`src/rtl/uart_regs.svh`:
```
// Register addresses, field positions, reset values and timing constants
// Assumes inclusion by bare name from the design
`ifndef UART_REGS_SVH
`define UART_REGS_SVH

// ----------------------------------------------------------------------------
// Register addresses (A2..A0)
// ----------------------------------------------------------------------------
`define ADDR_DATA    3'h0
`define ADDR_MASK    3'h1
`define ADDR_SOURCE  3'h2
`define ADDR_FORMAT  3'h3
`define ADDR_MODEM   3'h4
`define ADDR_LINE    3'h5
`define ADDR_MSTATE  3'h6
`define ADDR_SCRATCH 3'h7

// ----------------------------------------------------------------------------
// Field positions
// ----------------------------------------------------------------------------
`define FMT_STOP     2
`define FMT_PAR_EN   3
`define FMT_EVEN     4
`define FMT_STICK    5
`define FMT_BREAK    6
`define FMT_DLAB     7
`define MC_DTR       0
`define MC_RTS       1
`define MC_RING      2
`define MC_OUT2      3
`define MC_LOOP      4

// ----------------------------------------------------------------------------
// Reset values and codes
// ----------------------------------------------------------------------------
`define RST_BYTE     8'h00
`define RST_DIV      16'h0001
`define SRC_LINE     4'h6
`define SRC_RX       4'h4
`define SRC_TX       4'h2
`define SRC_MODEM    4'h0
`define SRC_NONE     4'h1

// ----------------------------------------------------------------------------
// Timing in 16x ticks
// ----------------------------------------------------------------------------
`define TICKS_BIT    4'hf
`define TICKS_HALF   4'h7
`define TICKS_HALFST 5'h07
`define TICKS_FULLST 5'h0f
`define TICKS_ONEHALF 5'h17
`define TICKS_TWOST  5'h1f

`endif

```
`src/rtl/uart_pkg.sv`:
```
// Types shared by the serial channel
// Assumes the register header is included beside it
package uart_pkg;

  typedef enum logic [2:0] {
    TX_IDLE   = 3'b000,
    TX_START  = 3'b001,
    TX_DATA   = 3'b010,
    TX_PARITY = 3'b011,
    TX_STOP   = 3'b100
  } tx_state_t;

  typedef enum logic [2:0] {
    RX_IDLE   = 3'b000,
    RX_START  = 3'b001,
    RX_DATA   = 3'b010,
    RX_PARITY = 3'b011,
    RX_STOP   = 3'b100
  } rx_state_t;

endpackage

```
`src/rtl/uart_line_and_modem_control.sv`:
```
// One asynchronous serial channel with line and modem control registers
// Assumes a CPU on a synchronous strobed register port and a 100 MHz clock
//
// Contract
// - Source code shows highest pending interrupt
// - Bit 0 low when pending; upper zero
// - Format bits 1:0 choose five to eight
// - Stop bits: one, one-and-half, or two
// - Bit 3 adds and checks parity
// - Bit 4 picks odd or even parity
// - Bit 5 forces parity constant
// - Bit 6 holds transmit line low
// - Bit 7 maps divisor latch instead
// - Modem bits drive terminal-ready, request-to-send
// - Ring control feeds ring in loopback
// - Out bit enables interrupt, carrier loopback
// - Modem bit 4 enables local loopback
// - Data ready while holding register full
// - Overrun sets flag, holding kept
// - Parity mismatch sets parity error
// - Missing stop bit sets framing error
// - Line low whole frame sets break
// - Holding empty flag raises transmit interrupt
// - Shift-empty flag needs both registers empty
// - Modem change bits set, read clears
// - Ring change only on rising edge
// - Source read clears transmit interrupt only, when reported
// - Mask bits enable four sources
// - Start validated at mid-bit sample
// - Loopback status bits mirror modem control
`timescale 1ns/1ps
`include "uart_regs.svh"

module uart_line_and_modem_control #(
  parameter int DATA_W = 8
) (
  // Clock and reset
  input  wire logic              clk,
  input  wire logic              rst_n,
  // Register port
  input  wire logic [2:0]        addr,
  input  wire logic              wr_en,
  input  wire logic              rd_en,
  input  wire logic [DATA_W-1:0] wdata,
  output logic      [DATA_W-1:0] rdata,
  // Serial line
  input  wire logic              rx_in,
  output logic                   tx_out,
  // Modem inputs
  input  wire logic              clear_to_send_n,
  input  wire logic              data_set_ready_n,
  input  wire logic              ring_indicate_n,
  input  wire logic              carrier_detect_n,
  // Modem outputs
  output logic                   terminal_ready_n,
  output logic                   request_to_send_n,
  // Interrupt pin, oe low while driven
  output logic                   irq_out,
  output logic                   irq_oe_n
);

  // --------------------------------------------------------------------------
  // Registers
  // --------------------------------------------------------------------------
  logic [7:0]  line_format_reg_q;
  logic [7:0]  modem_line_control_reg_q;
  logic [3:0]  interrupt_mask_reg_q;
  logic [7:0]  scratch_q;
  logic [15:0] divisor_q;
  logic [7:0]  tx_holding_reg_q;
  logic [7:0]  rx_holding_reg_q;
  logic        rx_char_waiting_q;
  logic        tx_space_free_q;
  logic        overrun_q, parity_err_q, framing_err_q, break_q;
  logic [3:0]  delta_q;
  logic [3:0]  modem_prev_q;
  logic        tx_irq_q;
  logic        loop;
  logic        dlab;

  assign loop = modem_line_control_reg_q[`MC_LOOP];
  assign dlab = line_format_reg_q[`FMT_DLAB];

  logic wr_data, rd_data, rd_src, rd_line, rd_mstate;
  assign wr_data   = wr_en && addr == `ADDR_DATA && !dlab;
  assign rd_data   = rd_en && addr == `ADDR_DATA && !dlab;
  assign rd_src    = rd_en && addr == `ADDR_SOURCE;
  assign rd_line   = rd_en && addr == `ADDR_LINE;
  assign rd_mstate = rd_en && addr == `ADDR_MSTATE;

  always_ff @(posedge clk) begin
    if (!rst_n) begin
      line_format_reg_q        <= `RST_BYTE;
      modem_line_control_reg_q <= `RST_BYTE;
      interrupt_mask_reg_q     <= 4'h0;
      scratch_q                <= `RST_BYTE;
      divisor_q                <= `RST_DIV;
    end else if (wr_en) begin
      case (addr)
        `ADDR_DATA:    if (dlab) divisor_q[7:0] <= wdata;
        `ADDR_MASK:    if (dlab) divisor_q[15:8] <= wdata;
                       else interrupt_mask_reg_q <= wdata[3:0];
        `ADDR_FORMAT:  line_format_reg_q <= wdata;
        `ADDR_MODEM:   modem_line_control_reg_q <= {3'h0, wdata[4:0]};
        `ADDR_SCRATCH: scratch_q <= wdata;
        default:       ;
      endcase
    end
  end

  // --------------------------------------------------------------------------
  // Baud tick, 16x rate
  // --------------------------------------------------------------------------
  logic [15:0] baud_cnt_q;
  logic        tick;
  assign tick = baud_cnt_q == 16'h0000;
  always_ff @(posedge clk) begin
    if (!rst_n || tick) begin
      baud_cnt_q <= (rst_n && divisor_q != 16'h0000) ? divisor_q - 16'h0001 : 16'h0000;
    end else begin
      baud_cnt_q <= baud_cnt_q - 16'h0001;
    end
  end

  // --------------------------------------------------------------------------
  // Format decode
  // --------------------------------------------------------------------------
  logic [2:0] last_bit;
  logic [4:0] stop_ticks;
  assign last_bit   = {1'b1, line_format_reg_q[1:0]};
  assign stop_ticks = !line_format_reg_q[`FMT_STOP] ? `TICKS_FULLST
                    : (line_format_reg_q[1:0] == 2'b00 ? `TICKS_ONEHALF : `TICKS_TWOST);

  function automatic logic par_of(input logic [7:0] d, input logic [7:0] fmt);
    logic [7:0] m;
    m = 8'hff >> (3'h3 - {1'b0, fmt[1:0]});
    if (fmt[`FMT_STICK]) par_of = !fmt[`FMT_EVEN];
    else par_of = ^(d & m) ^ !fmt[`FMT_EVEN];
  endfunction

  // --------------------------------------------------------------------------
  // Transmitter
  // --------------------------------------------------------------------------
  uart_pkg::tx_state_t tx_state_q;
  logic [7:0] tx_shift_q;
  logic [3:0] tx_tick_q;
  logic [4:0] tx_stop_q;
  logic [2:0] tx_bit_q;
  logic       tx_line_q;
  logic       tx_par_q;

  always_ff @(posedge clk) begin
    if (!rst_n) begin
      tx_state_q <= uart_pkg::TX_IDLE;
      tx_shift_q <= `RST_BYTE;
      tx_tick_q  <= 4'h0;
      tx_stop_q  <= 5'h00;
      tx_bit_q   <= 3'h0;
      tx_line_q  <= 1'b1;
      tx_par_q   <= 1'b0;
    end else begin
      case (tx_state_q)
        uart_pkg::TX_IDLE: if (!tx_space_free_q && tick) begin
          tx_state_q <= uart_pkg::TX_START;
          tx_shift_q <= tx_holding_reg_q;
          tx_par_q   <= par_of(tx_holding_reg_q, line_format_reg_q);
          tx_line_q  <= 1'b0;
          tx_tick_q  <= 4'h0;
        end
        uart_pkg::TX_START: if (tick) begin
          tx_tick_q <= tx_tick_q + 4'h1;
          if (tx_tick_q == `TICKS_BIT) begin
            tx_state_q <= uart_pkg::TX_DATA;
            tx_line_q  <= tx_shift_q[0];
            tx_bit_q   <= 3'h0;
          end
        end
        uart_pkg::TX_DATA: if (tick) begin
          tx_tick_q <= tx_tick_q + 4'h1;
          if (tx_tick_q == `TICKS_BIT) begin
            if (tx_bit_q == last_bit) begin
              tx_state_q <= line_format_reg_q[`FMT_PAR_EN] ? uart_pkg::TX_PARITY
                                                           : uart_pkg::TX_STOP;
              tx_line_q  <= line_format_reg_q[`FMT_PAR_EN] ? tx_par_q : 1'b1;
              tx_stop_q  <= 5'h00;
            end else begin
              tx_bit_q   <= tx_bit_q + 3'h1;
              tx_shift_q <= {1'b0, tx_shift_q[7:1]};
              tx_line_q  <= tx_shift_q[1];
            end
          end
        end
        uart_pkg::TX_PARITY: if (tick) begin
          tx_tick_q <= tx_tick_q + 4'h1;
          if (tx_tick_q == `TICKS_BIT) begin
            tx_state_q <= uart_pkg::TX_STOP;
            tx_line_q  <= 1'b1;
            tx_stop_q  <= 5'h00;
          end
        end
        uart_pkg::TX_STOP: if (tick) begin
          tx_stop_q <= tx_stop_q + 5'h01;
          if (tx_stop_q == stop_ticks) tx_state_q <= uart_pkg::TX_IDLE;
        end
        default: tx_state_q <= uart_pkg::TX_IDLE;
      endcase
    end
  end

  // Holding register and empty flag
  logic tx_load;
  assign tx_load = tx_state_q == uart_pkg::TX_IDLE && !tx_space_free_q && tick;
  always_ff @(posedge clk) begin
    if (!rst_n) begin
      tx_holding_reg_q <= `RST_BYTE;
      tx_space_free_q  <= 1'b1;
    end else if (wr_data) begin
      tx_holding_reg_q <= wdata;
      tx_space_free_q  <= 1'b0;
    end else if (tx_load) begin
      tx_space_free_q  <= 1'b1;
    end
  end

  // Transmit interrupt: set on empty, cleared by source read or data write
  logic tx_irq_clr;
  always_ff @(posedge clk) begin
    if (!rst_n) tx_irq_q <= 1'b0;
    else if (tx_load) tx_irq_q <= 1'b1;
    else if (wr_data || tx_irq_clr) tx_irq_q <= 1'b0;
  end

  // Pin outputs
  always_ff @(posedge clk) begin
    if (!rst_n) begin
      tx_out            <= 1'b1;
      terminal_ready_n  <= 1'b1;
      request_to_send_n <= 1'b1;
    end else begin
      tx_out <= loop ? 1'b1
              : (line_format_reg_q[`FMT_BREAK] ? 1'b0 : tx_line_q);
      terminal_ready_n  <= loop | !modem_line_control_reg_q[`MC_DTR];
      request_to_send_n <= loop | !modem_line_control_reg_q[`MC_RTS];
    end
  end

  // --------------------------------------------------------------------------
  // Receiver
  // --------------------------------------------------------------------------
  uart_pkg::rx_state_t rx_state_q;
  logic       rx_line;
  logic       rx_prev_q;
  logic [7:0] rx_shift_q;
  logic [3:0] rx_tick_q;
  logic [2:0] rx_bit_q;
  logic       rx_zero_q;
  logic       rx_perr_q;
  logic       rx_done;
  logic       rx_ferr, rx_brk;
  assign rx_line = loop ? (line_format_reg_q[`FMT_BREAK] ? 1'b0 : tx_line_q) : rx_in;

  always_ff @(posedge clk) begin
    if (!rst_n) begin
      rx_state_q <= uart_pkg::RX_IDLE;
      rx_prev_q  <= 1'b1;
      rx_shift_q <= `RST_BYTE;
      rx_tick_q  <= 4'h0;
      rx_bit_q   <= 3'h0;
      rx_zero_q  <= 1'b0;
      rx_perr_q  <= 1'b0;
    end else if (tick) begin
      rx_prev_q <= rx_line;
      case (rx_state_q)
        uart_pkg::RX_IDLE: if (rx_prev_q && !rx_line) begin
          rx_state_q <= uart_pkg::RX_START;
          rx_tick_q  <= 4'h0;
        end
        uart_pkg::RX_START: begin
          rx_tick_q <= rx_tick_q + 4'h1;
          if (rx_tick_q == `TICKS_HALF) begin
            rx_tick_q  <= 4'h0;
            rx_state_q <= rx_line ? uart_pkg::RX_IDLE : uart_pkg::RX_DATA;
            rx_bit_q   <= 3'h0;
            rx_shift_q <= `RST_BYTE;
            rx_zero_q  <= 1'b1;
          end
        end
        uart_pkg::RX_DATA: begin
          rx_tick_q <= rx_tick_q + 4'h1;
          if (rx_tick_q == `TICKS_BIT) begin
            rx_shift_q[rx_bit_q] <= rx_line;
            rx_zero_q <= rx_zero_q & !rx_line;
            rx_bit_q  <= rx_bit_q + 3'h1;
            if (rx_bit_q == last_bit) begin
              rx_state_q <= line_format_reg_q[`FMT_PAR_EN] ? uart_pkg::RX_PARITY
                                                           : uart_pkg::RX_STOP;
              rx_perr_q  <= 1'b0;
            end
          end
        end
        uart_pkg::RX_PARITY: begin
          rx_tick_q <= rx_tick_q + 4'h1;
          if (rx_tick_q == `TICKS_BIT) begin
            rx_perr_q  <= rx_line != par_of(rx_shift_q, line_format_reg_q);
            rx_zero_q  <= rx_zero_q & !rx_line;
            rx_state_q <= uart_pkg::RX_STOP;
          end
        end
        uart_pkg::RX_STOP: begin
          rx_tick_q <= rx_tick_q + 4'h1;
          if (rx_tick_q == `TICKS_BIT) rx_state_q <= uart_pkg::RX_IDLE;
        end
        default: rx_state_q <= uart_pkg::RX_IDLE;
      endcase
    end
  end

  assign rx_done = tick && rx_state_q == uart_pkg::RX_STOP && rx_tick_q == `TICKS_BIT;
  assign rx_ferr = !rx_line;
  assign rx_brk  = rx_zero_q && !rx_line;

  // Holding register and line status flags; set wins over read clear
  logic line_clr;
  assign line_clr = rd_line;
  always_ff @(posedge clk) begin
    if (!rst_n) begin
      rx_holding_reg_q  <= `RST_BYTE;
      rx_char_waiting_q <= 1'b0;
      overrun_q         <= 1'b0;
      parity_err_q      <= 1'b0;
      framing_err_q     <= 1'b0;
      break_q           <= 1'b0;
    end else begin
      if (rx_done && !rx_char_waiting_q) begin
        rx_holding_reg_q  <= rx_shift_q;
        rx_char_waiting_q <= 1'b1;
      end else if (rd_data) begin
        rx_char_waiting_q <= 1'b0;
      end
      overrun_q     <= (rx_done && rx_char_waiting_q) || (overrun_q && !line_clr);
      parity_err_q  <= (rx_done && rx_perr_q) || (parity_err_q && !line_clr);
      framing_err_q <= (rx_done && rx_ferr) || (framing_err_q && !line_clr);
      break_q       <= (rx_done && rx_brk) || (break_q && !line_clr);
    end
  end

  // --------------------------------------------------------------------------
  // Modem status
  // --------------------------------------------------------------------------
  logic [3:0] modem_now;
  // Order: cts, dsr, ri, cd as active-high levels
  assign modem_now = loop ? {modem_line_control_reg_q[`MC_OUT2],
                             modem_line_control_reg_q[`MC_RING],
                             modem_line_control_reg_q[`MC_DTR],
                             modem_line_control_reg_q[`MC_RTS]}
                          : {!carrier_detect_n, !ring_indicate_n,
                             !data_set_ready_n, !clear_to_send_n};
  always_ff @(posedge clk) begin
    if (!rst_n) begin
      modem_prev_q <= 4'h0;
      delta_q      <= 4'h0;
    end else begin
      modem_prev_q <= modem_now;
      delta_q[0] <= (modem_now[0] ^ modem_prev_q[0]) || (delta_q[0] && !rd_mstate);
      delta_q[1] <= (modem_now[1] ^ modem_prev_q[1]) || (delta_q[1] && !rd_mstate);
      delta_q[2] <= (!modem_now[2] && modem_prev_q[2]) || (delta_q[2] && !rd_mstate);
      delta_q[3] <= (modem_now[3] ^ modem_prev_q[3]) || (delta_q[3] && !rd_mstate);
    end
  end

  // --------------------------------------------------------------------------
  // Interrupt priority
  // --------------------------------------------------------------------------
  logic [3:0] src_code;
  logic       line_pend, rx_pend, tx_pend, ms_pend;
  assign line_pend = interrupt_mask_reg_q[2] &
                     (overrun_q | parity_err_q | framing_err_q | break_q);
  assign rx_pend   = interrupt_mask_reg_q[0] & rx_char_waiting_q;
  assign tx_pend   = interrupt_mask_reg_q[1] & tx_irq_q & tx_space_free_q;
  assign ms_pend   = interrupt_mask_reg_q[3] & (|delta_q);
  always_comb begin
    if (line_pend)    src_code = `SRC_LINE;
    else if (rx_pend) src_code = `SRC_RX;
    else if (tx_pend) src_code = `SRC_TX;
    else if (ms_pend) src_code = `SRC_MODEM;
    else              src_code = `SRC_NONE;
  end
  assign tx_irq_clr = rd_src && src_code == `SRC_TX;

  always_ff @(posedge clk) begin
    if (!rst_n) begin
      irq_out  <= 1'b0;
      irq_oe_n <= 1'b1;
    end else begin
      irq_out  <= !src_code[0];
      irq_oe_n <= !modem_line_control_reg_q[`MC_OUT2];
    end
  end

  // --------------------------------------------------------------------------
  // Read data
  // --------------------------------------------------------------------------
  always_ff @(posedge clk) begin
    if (!rst_n) begin
      rdata <= `RST_BYTE;
    end else if (rd_en) begin
      case (addr)
        `ADDR_DATA:    rdata <= dlab ? divisor_q[7:0] : rx_holding_reg_q;
        `ADDR_MASK:    rdata <= dlab ? divisor_q[15:8] : {4'h0, interrupt_mask_reg_q};
        `ADDR_SOURCE:  rdata <= {4'h0, src_code};
        `ADDR_FORMAT:  rdata <= line_format_reg_q;
        `ADDR_MODEM:   rdata <= modem_line_control_reg_q;
        `ADDR_LINE:    rdata <= {1'b0, tx_space_free_q && tx_state_q == uart_pkg::TX_IDLE,
                                 tx_space_free_q, break_q, framing_err_q,
                                 parity_err_q, overrun_q, rx_char_waiting_q};
        `ADDR_MSTATE:  rdata <= {modem_now, delta_q};
        `ADDR_SCRATCH: rdata <= scratch_q;
        default:       rdata <= `RST_BYTE;
      endcase
    end
  end

endmodule

```
`config.mk`:
```
export PLATFORM = sky130hd
export DESIGN_NAME = uart_line_and_modem_control
export DESIGN_NICKNAME = d
export VERILOG_FILES = /design/src/rtl/uart_pkg.sv /design/src/rtl/uart_line_and_modem_control.sv
export VERILOG_INCLUDE_DIRS = /design/src /design/src/rtl
export SDC_FILE = /design/constraint.sdc
export NUM_CORES = 1
export LEC_CHECK = 0
export BUFFER_PORTS_ARGS = -buffer_cell sky130_fd_sc_hd__buf_2
export CAP_MARGIN = 15
export CORE_UTILIZATION = 50
export CTS_BUF_LIST = sky130_fd_sc_hd__clkbuf_8
export CTS_CLUSTER_DIAMETER = 40
export DETAILED_ROUTE_END_ITERATION = 16
export PLACE_DENSITY = 0.78
export SKIP_LAST_GASP = 1
export SLEW_MARGIN = 20
export SYNTH_ARGS = -nofsm -noshare
export SYNTH_HDL_FRONTEND = slang
export SYNTH_SLANG_ARGS = --single-unit
```
`constraint.sdc`:
```
create_clock -name clk -period 2.5 [get_ports clk]
set_clock_uncertainty 0.1 [all_clocks]
set_input_delay 0 -clock clk [delete_from_list [all_inputs] [get_ports clk]]
set_output_delay 0 -clock clk [all_outputs]
set_load 0.05 [all_outputs]
```
== Word-level counts from Yosys, hierarchy flattened ==
Cells that the tools add are included.
Storage, ports and cells
  register bits after elaboration: 147
  bits of input ports: 20
  output and inout bits: 13
  word-level logic and storage cells: 309
Operators by class
  $add $sub $neg: 8
  magnitude comparators: 2
  equal/unequal tests: 42
  shift operators: 1
  muxes and demuxes: 96
  bitwise logic cells: 20
  reduce and logical (&&, ||, !) cells: 102
Operators by type and width (number)
  $mux W3: 26
  $mux W8: 8
  $pmux W8 S8: 1
  $mux W5: 7
  $ne A2 B2 Y1 const B: 17
  $logic_and A1 B1 Y1: 32
  $mux W16: 2
  $pmux W8 S2: 2
  $sub A16 B1 Y16 const B: 2
  $mux W1: 30
  $pmux W3 S5: 2
  $mux W4: 6
  $eq A3 B2 Y1 const B: 6
  $eq A3 B3 Y1 const B: 6
  $reduce_bool A2 Y1: 9
  $logic_not A1 Y1: 17
  $and A8 B8 Y8: 2
  $logic_not A16 Y1: 1
  $reduce_bool A16 Y1: 1
  $reduce_xor A8 Y1: 2
  $pmux W5 S3: 1
  $reduce_and A3 Y1: 5
  $reduce_and A7 Y1: 2
  $pmux W3 S2: 2
  40 further kinds: 82

== Depth between registers and ports, before layout ==
  depth after elaboration: 13
  depth in mapped cells: 9

== Worst setup path before layout ==
Ideal clock, no wire load.
  path type: register to register
  from: register baud_cnt_q[3]
  to: register rx_holding_reg_q[0]
  library setup time: 0.128 ns
  arrival time: 2.141 ns
  data required time: 2.272 ns
  setup slack: 0.131 ns
  stages on the path, launching flop included: 7
  path through: dfxtp_1 or4_4 nor3_4 nand2_4 nor4_4 mux2i_1 nor2_1
Between the ends
  longest elaborated chain between the ends: 4
RTL lines
  start, declared: RTL line uart_line_and_modem_control.sv:114  | logic [15:0] baud_cnt_q;
  start signal, assigned: RTL line uart_line_and_modem_control.sv:119  | baud_cnt_q <= (rst_n && divisor_q != 16'h0000) ? divisor_q - 16'h0001 : 16'h0000;
  start signal, assigned: RTL line uart_line_and_modem_control.sv:121  | baud_cnt_q <= baud_cnt_q - 16'h0001;
  $logic_not A16 Y1: RTL line uart_line_and_modem_control.sv:116  | assign tick = baud_cnt_q == 16'h0000;
  $logic_and A1 B1 Y1: RTL line uart_line_and_modem_control.sv:318  | assign rx_done = tick && rx_state_q == uart_pkg::RX_STOP && rx_tick_q == `TICKS_BIT;
  $logic_and A1 B1 Y1 (no source line)
  $logic_and A1 B1 Y1: RTL line uart_line_and_modem_control.sv:334  | if (rx_done && !rx_char_waiting_q) begin
  end signal, assigned: RTL line uart_line_and_modem_control.sv:327  | rx_holding_reg_q <= `RST_BYTE;
  end signal, assigned: RTL line uart_line_and_modem_control.sv:335  | rx_holding_reg_q <= rx_shift_q;
  end, declared: RTL line uart_line_and_modem_control.sv:71  | logic [7:0] rx_holding_reg_q;
Every way passes these cells.
A chain may end at the register's enable or synchronous reset.

== Worst setup path after layout ==
  from: register baud_cnt_q[7]
  to: register tx_bit_q[1]
Between the ends
  longest elaborated chain between the ends: 3
  elaborated cells between the ends (all ways): 4
  those cells by class: eq/ne (2); reduce/logical (2)
RTL lines
  $logic_not A16 Y1 *: RTL line uart_line_and_modem_control.sv:116
  $ne A2 B2 Y1 (no source line)
  $reduce_and A6 Y1 (no source line) *
  end signal, assigned: RTL line uart_line_and_modem_control.sv:187  | tx_bit_q <= tx_bit_q + 3'h1;
  end, declared: RTL line uart_line_and_modem_control.sv:148  | logic [2:0] tx_bit_q;
Every way passes the cells marked *; elsewhere a longest branch is shown, timed or not.

==> results.py <==
metrics = {
    "pwr": {
        "p_clk_share_pct": 32.5,
        "swShare_pct": 31.1,
        "seq_power_share_pct": 43.8,
        "combPwrFrac_pct": 23.7,
        "vdd_drop_max_mv": 0.374,
        "powerDensity_mw_per_mm2": 696,
        "power.switching_mw": 1.87,
        "p_leak_nw": 3.18,
        "p_int_mw": 4.13,
        "p_total_mw": 6.00,
    },
    "worst_setup_path": {
        "crit_type": "register to register",
        "path_max_fanout": 8,
        "crit_slowest_cell": "or4_1",
        "slowest_delay_ps": 580,
        "startpoint_type": "register",
        "path_common_cell": "buf_4",
        "worstPathArrival_ps": 2680,
        "cp_data_required_time_ps": 2730,
        "critPathCaptureType": "register",
        "crit_chain": "or4_1 > nor3_4 > nand2_4 > buf_4 > nor4_2 > buf_4 > mux2i_1 > nor2_1",
    },
    "global_routing": {
        "grt_max_degree": 101,
        "gr-usage-all-layers_pct": 26.0,
        "grt_pass1_wl_um": 32600,
        "grt_pass1_vias": 6548,
        "antenna_found_initial": 0,
        "overflow": 0,
    },
    "logic_synthesis": {
        "netlist.area_leader.share_pct": 38.9,
        "synth-seq-area-share_pct": 38.9,
        "synth_edf_count": 0,
        "synth.distinct_cells": 62,
        "ys_seq_elements": 147,
        "synth_area_leaders": "dfxtp_1 (39%), mux2i_1 (7.5%), nand2_1 (6.7%)",
        "synth.net_count": 974,
        "synth.most_common_cell": "dfxtp_1",
        "postSynthCellCount": 945,
        "synthArstFlopShare_pct": 0,
        "ys_top_cells_by_count": "dfxtp_1 (147), nand2_1 (135), nor2_1 (107)",
        "netlist_area_mm2": 0.00757,
        "yosys_warnings": 0,
        "ys.flop_type": "dfxtp_1",
        "yosysTopAreaCell": "dfxtp_1",
        "avgSynthCellArea_um2": 8.01,
    },
    "timing": {
        "fin_ws_ps": 49.5,
        "relSlewSlack_pct": 58.1,
        "whs_ps": 63.4,
        "tightest_slew_ps": 626,
        "max_freq_mhz": 408,
        "final.setup.tns_ps": 0,
        "finalSetupViolCount": 0,
        "period_share_pct": 98.0,
        "fin_crit_ps": 2450,
        "hold_viol": 0,
        "rsz0062_at_grt": "no",
        "slew_viol_final": 0,
    },
    "floorplanning": {
        "core-area_mm2": 0.0146,
        "fp.dieArea_mm2": 0.0156,
        "io-pin-count": 33,
        "rows": 44,
        "start_util_pct": 51.7,
        "die_w_um": 125,
        "die_h_um": 125,
    },
    "final_layout": {
        "drive_gt1_share_pct": 11.7,
        "regArea_mm2": 0.00294,
        "multi_input_area_mm2": 0.00438,
        "syn_to_final_growth_pct": 13.8,
        "fill_cells": 1328,
        "insertedDiodeCount": 0,
        "final_cell_area_mm2": 0.00862,
        "layout.nets": 1022,
    },
    "placement": {
        "portBuffers": 32,
        "dp_hpwl_um": 13600,
        "place_congestion": 0.907,
        "dpl-instance-area_mm2": 0.00802,
        "dpl_worst_slack_ps": 9.29,
    },
    "job": {
        "max_cap_viol_count": 0,
    },
    "cts": {
        "cts_tree": "yes",
        "clock-sinks": 147,
        "clk_pin_slew_ps": 80,
        "numCtsBuffers": 17,
        "clk_latency_ps": 460,
        "cts-root-buf": "clkbuf_8",
        "cts-htree-levels": 4,
        "clk_path_buf_depth": 2,
    },
    "hold_path": {
        "hp-class": "primary input to register",
    },
    "outcome": {
        "status": "finished clean",
    },
    "route": {
        "num_vias": 7059,
        "first_pass_iters": 5,
        "dr.first_iter.drc_count": 635,
        "wirelength_um": 19800,
        "drc_errors": 0,
        "via_per_inst": 5.93,
        "ant_nets": 0,
        "detail_route.wl_per_cell_um": 16.7,
    },
}
-- logic make-up (layout without fill, tap and decap cells) --
| logic type | Yosys count | in the layout | synth area share, % |
|---|---|---|---|
| compound gates | 194 | 194 | 15.5 |
| xor+xnor | 48 | 48 | 5.55 |
| flops | 147 | 147 | 38.9 |
| fa+ha+maj | 9 | 9 | 1.49 |
| mux | 66 | 66 | 9.17 |
| simple gates | 412 | 412 | 25.9 |
| buf+inv | 69 | 130 | 3.49 |
-- critical path: cells and delay by family (launching register included) --
kind          cells  cell delay [ps]
mux               1              190
buf+inv           2              350
flops             1              340
simple gates      5             1340
-- final timing paths --
check / start / endpoint / cells after the start / slack [ps]
max: baud_cnt_q[7] / tx_bit_q[1] / 8 / 50
min: addr[1] / rdata[6] / 4 / 60
max reg2reg: baud_cnt_q[7] / tx_bit_q[1] / 8 / 50
min reg2reg: modem_line_control_reg_q[3] / irq_oe_n / 1 / 300
-- state kept, by name, indices dropped and copies added, names as in the netlist, 5 cells and up --
| name | count |
|---|---|
| tx_shift_q | 8 |
| divisor_q | 16 |
| rdata | 8 |
| modem_line_control_reg_q | 5 |
| baud_cnt_q | 16 |
| scratch_q | 8 |
| line_format_reg_q | 8 |
| tx_stop_q | 5 |
| rx_holding_reg_q | 8 |
| rx_shift_q | 8 |
| tx_holding_reg_q | 8 |
-- cell usage in the layout (no fill, tap or decap), drive strengths merged, types with 7 or more instances in the layout --
master | netlist | final
clkinv | 2 | 7
inv | 13 | 16
nand3b | 9 | 9
nor4 | 12 | 12
or4 | 7 | 7
nor2b | 7 | 7
nand2b | 7 | 7
or3 | 10 | 10
nand2 | 136 | 136
and3 | 10 | 10
and2 | 9 | 9
o211ai | 10 | 10
mux2i | 57 | 57
ha | 9 | 9
clkbuf | 46 | 20
nor3 | 27 | 27
xnor2 | 28 | 28
mux2 | 7 | 7
nand3 | 52 | 52
a21oi | 99 | 99
buf | 8 | 67
dlygate4sd3 | 0 | 16
dfxtp | 147 | 147
xor2 | 20 | 20
o21ai | 27 | 27
a22oi | 9 | 9
a31oi | 7 | 7
nor2 | 107 | 107
-- stage by stage --
| step | utilization (%) | instances |
|---|---|---|
| after floorplan | - | 945 |
| after global placement | 54.7 | 1140 |
| after detailed placement | 54.7 | 1140 |
| after CTS | 58.7 | 1188 |
| after global routing | 58.9 | 1190 |
| final | 58.9 | 1190 |
-- final cells by class --
cell class | count | share of cell area, %
Inverter | 15 | 0.668
Timing Repair Buffer | 83 | 6.91
Sequential cell | 147 | 34.1
Tap cell | 184 | 2.67
Multi-Input combinational cell | 729 | 50.8
Clock inverter | 12 | 1.63
Clock buffer | 20 | 3.19
-- repair_timing --
action                     in CTS  in global routing
hold endpoints to repair       75                  0
setup endpoints to repair       1                  9
pin swaps                       0                  3
hold buffers                   16                  0
buffers inserted                0                  2
resized for setup               1                  3
-- per-layer routing --
layer  vias to the layer above  part of all wire, %  routed length (um)  global-route usage (%)
li1                       3455                    -                   -                       -
met1                      3332                   45                8930                    34.3
met2                       231                   46                9140                    41.8
met3                        41                  6.2                1220                    5.13
met4                         0                  2.6                 520                    10.7
met5                         -                    0                   0                       0
-- power groups by stage --
stage | combinational [mW] | clock (mW) | sequential (mW)
2_1_floorplan | 0.979 | 0 | 2.66
3_3_place_gp | 1.32 | 0 | 2.67
3_5_place_dp | 1.34 | 0 | 2.68
4_1_cts | 1.37 | 1.98 | 2.62
5_1_grt | 1.57 | 2.09 | 2.65
6_report | 1.42 | 1.95 | 2.63
Note: power is estimated with default switching activity, not from simulation.
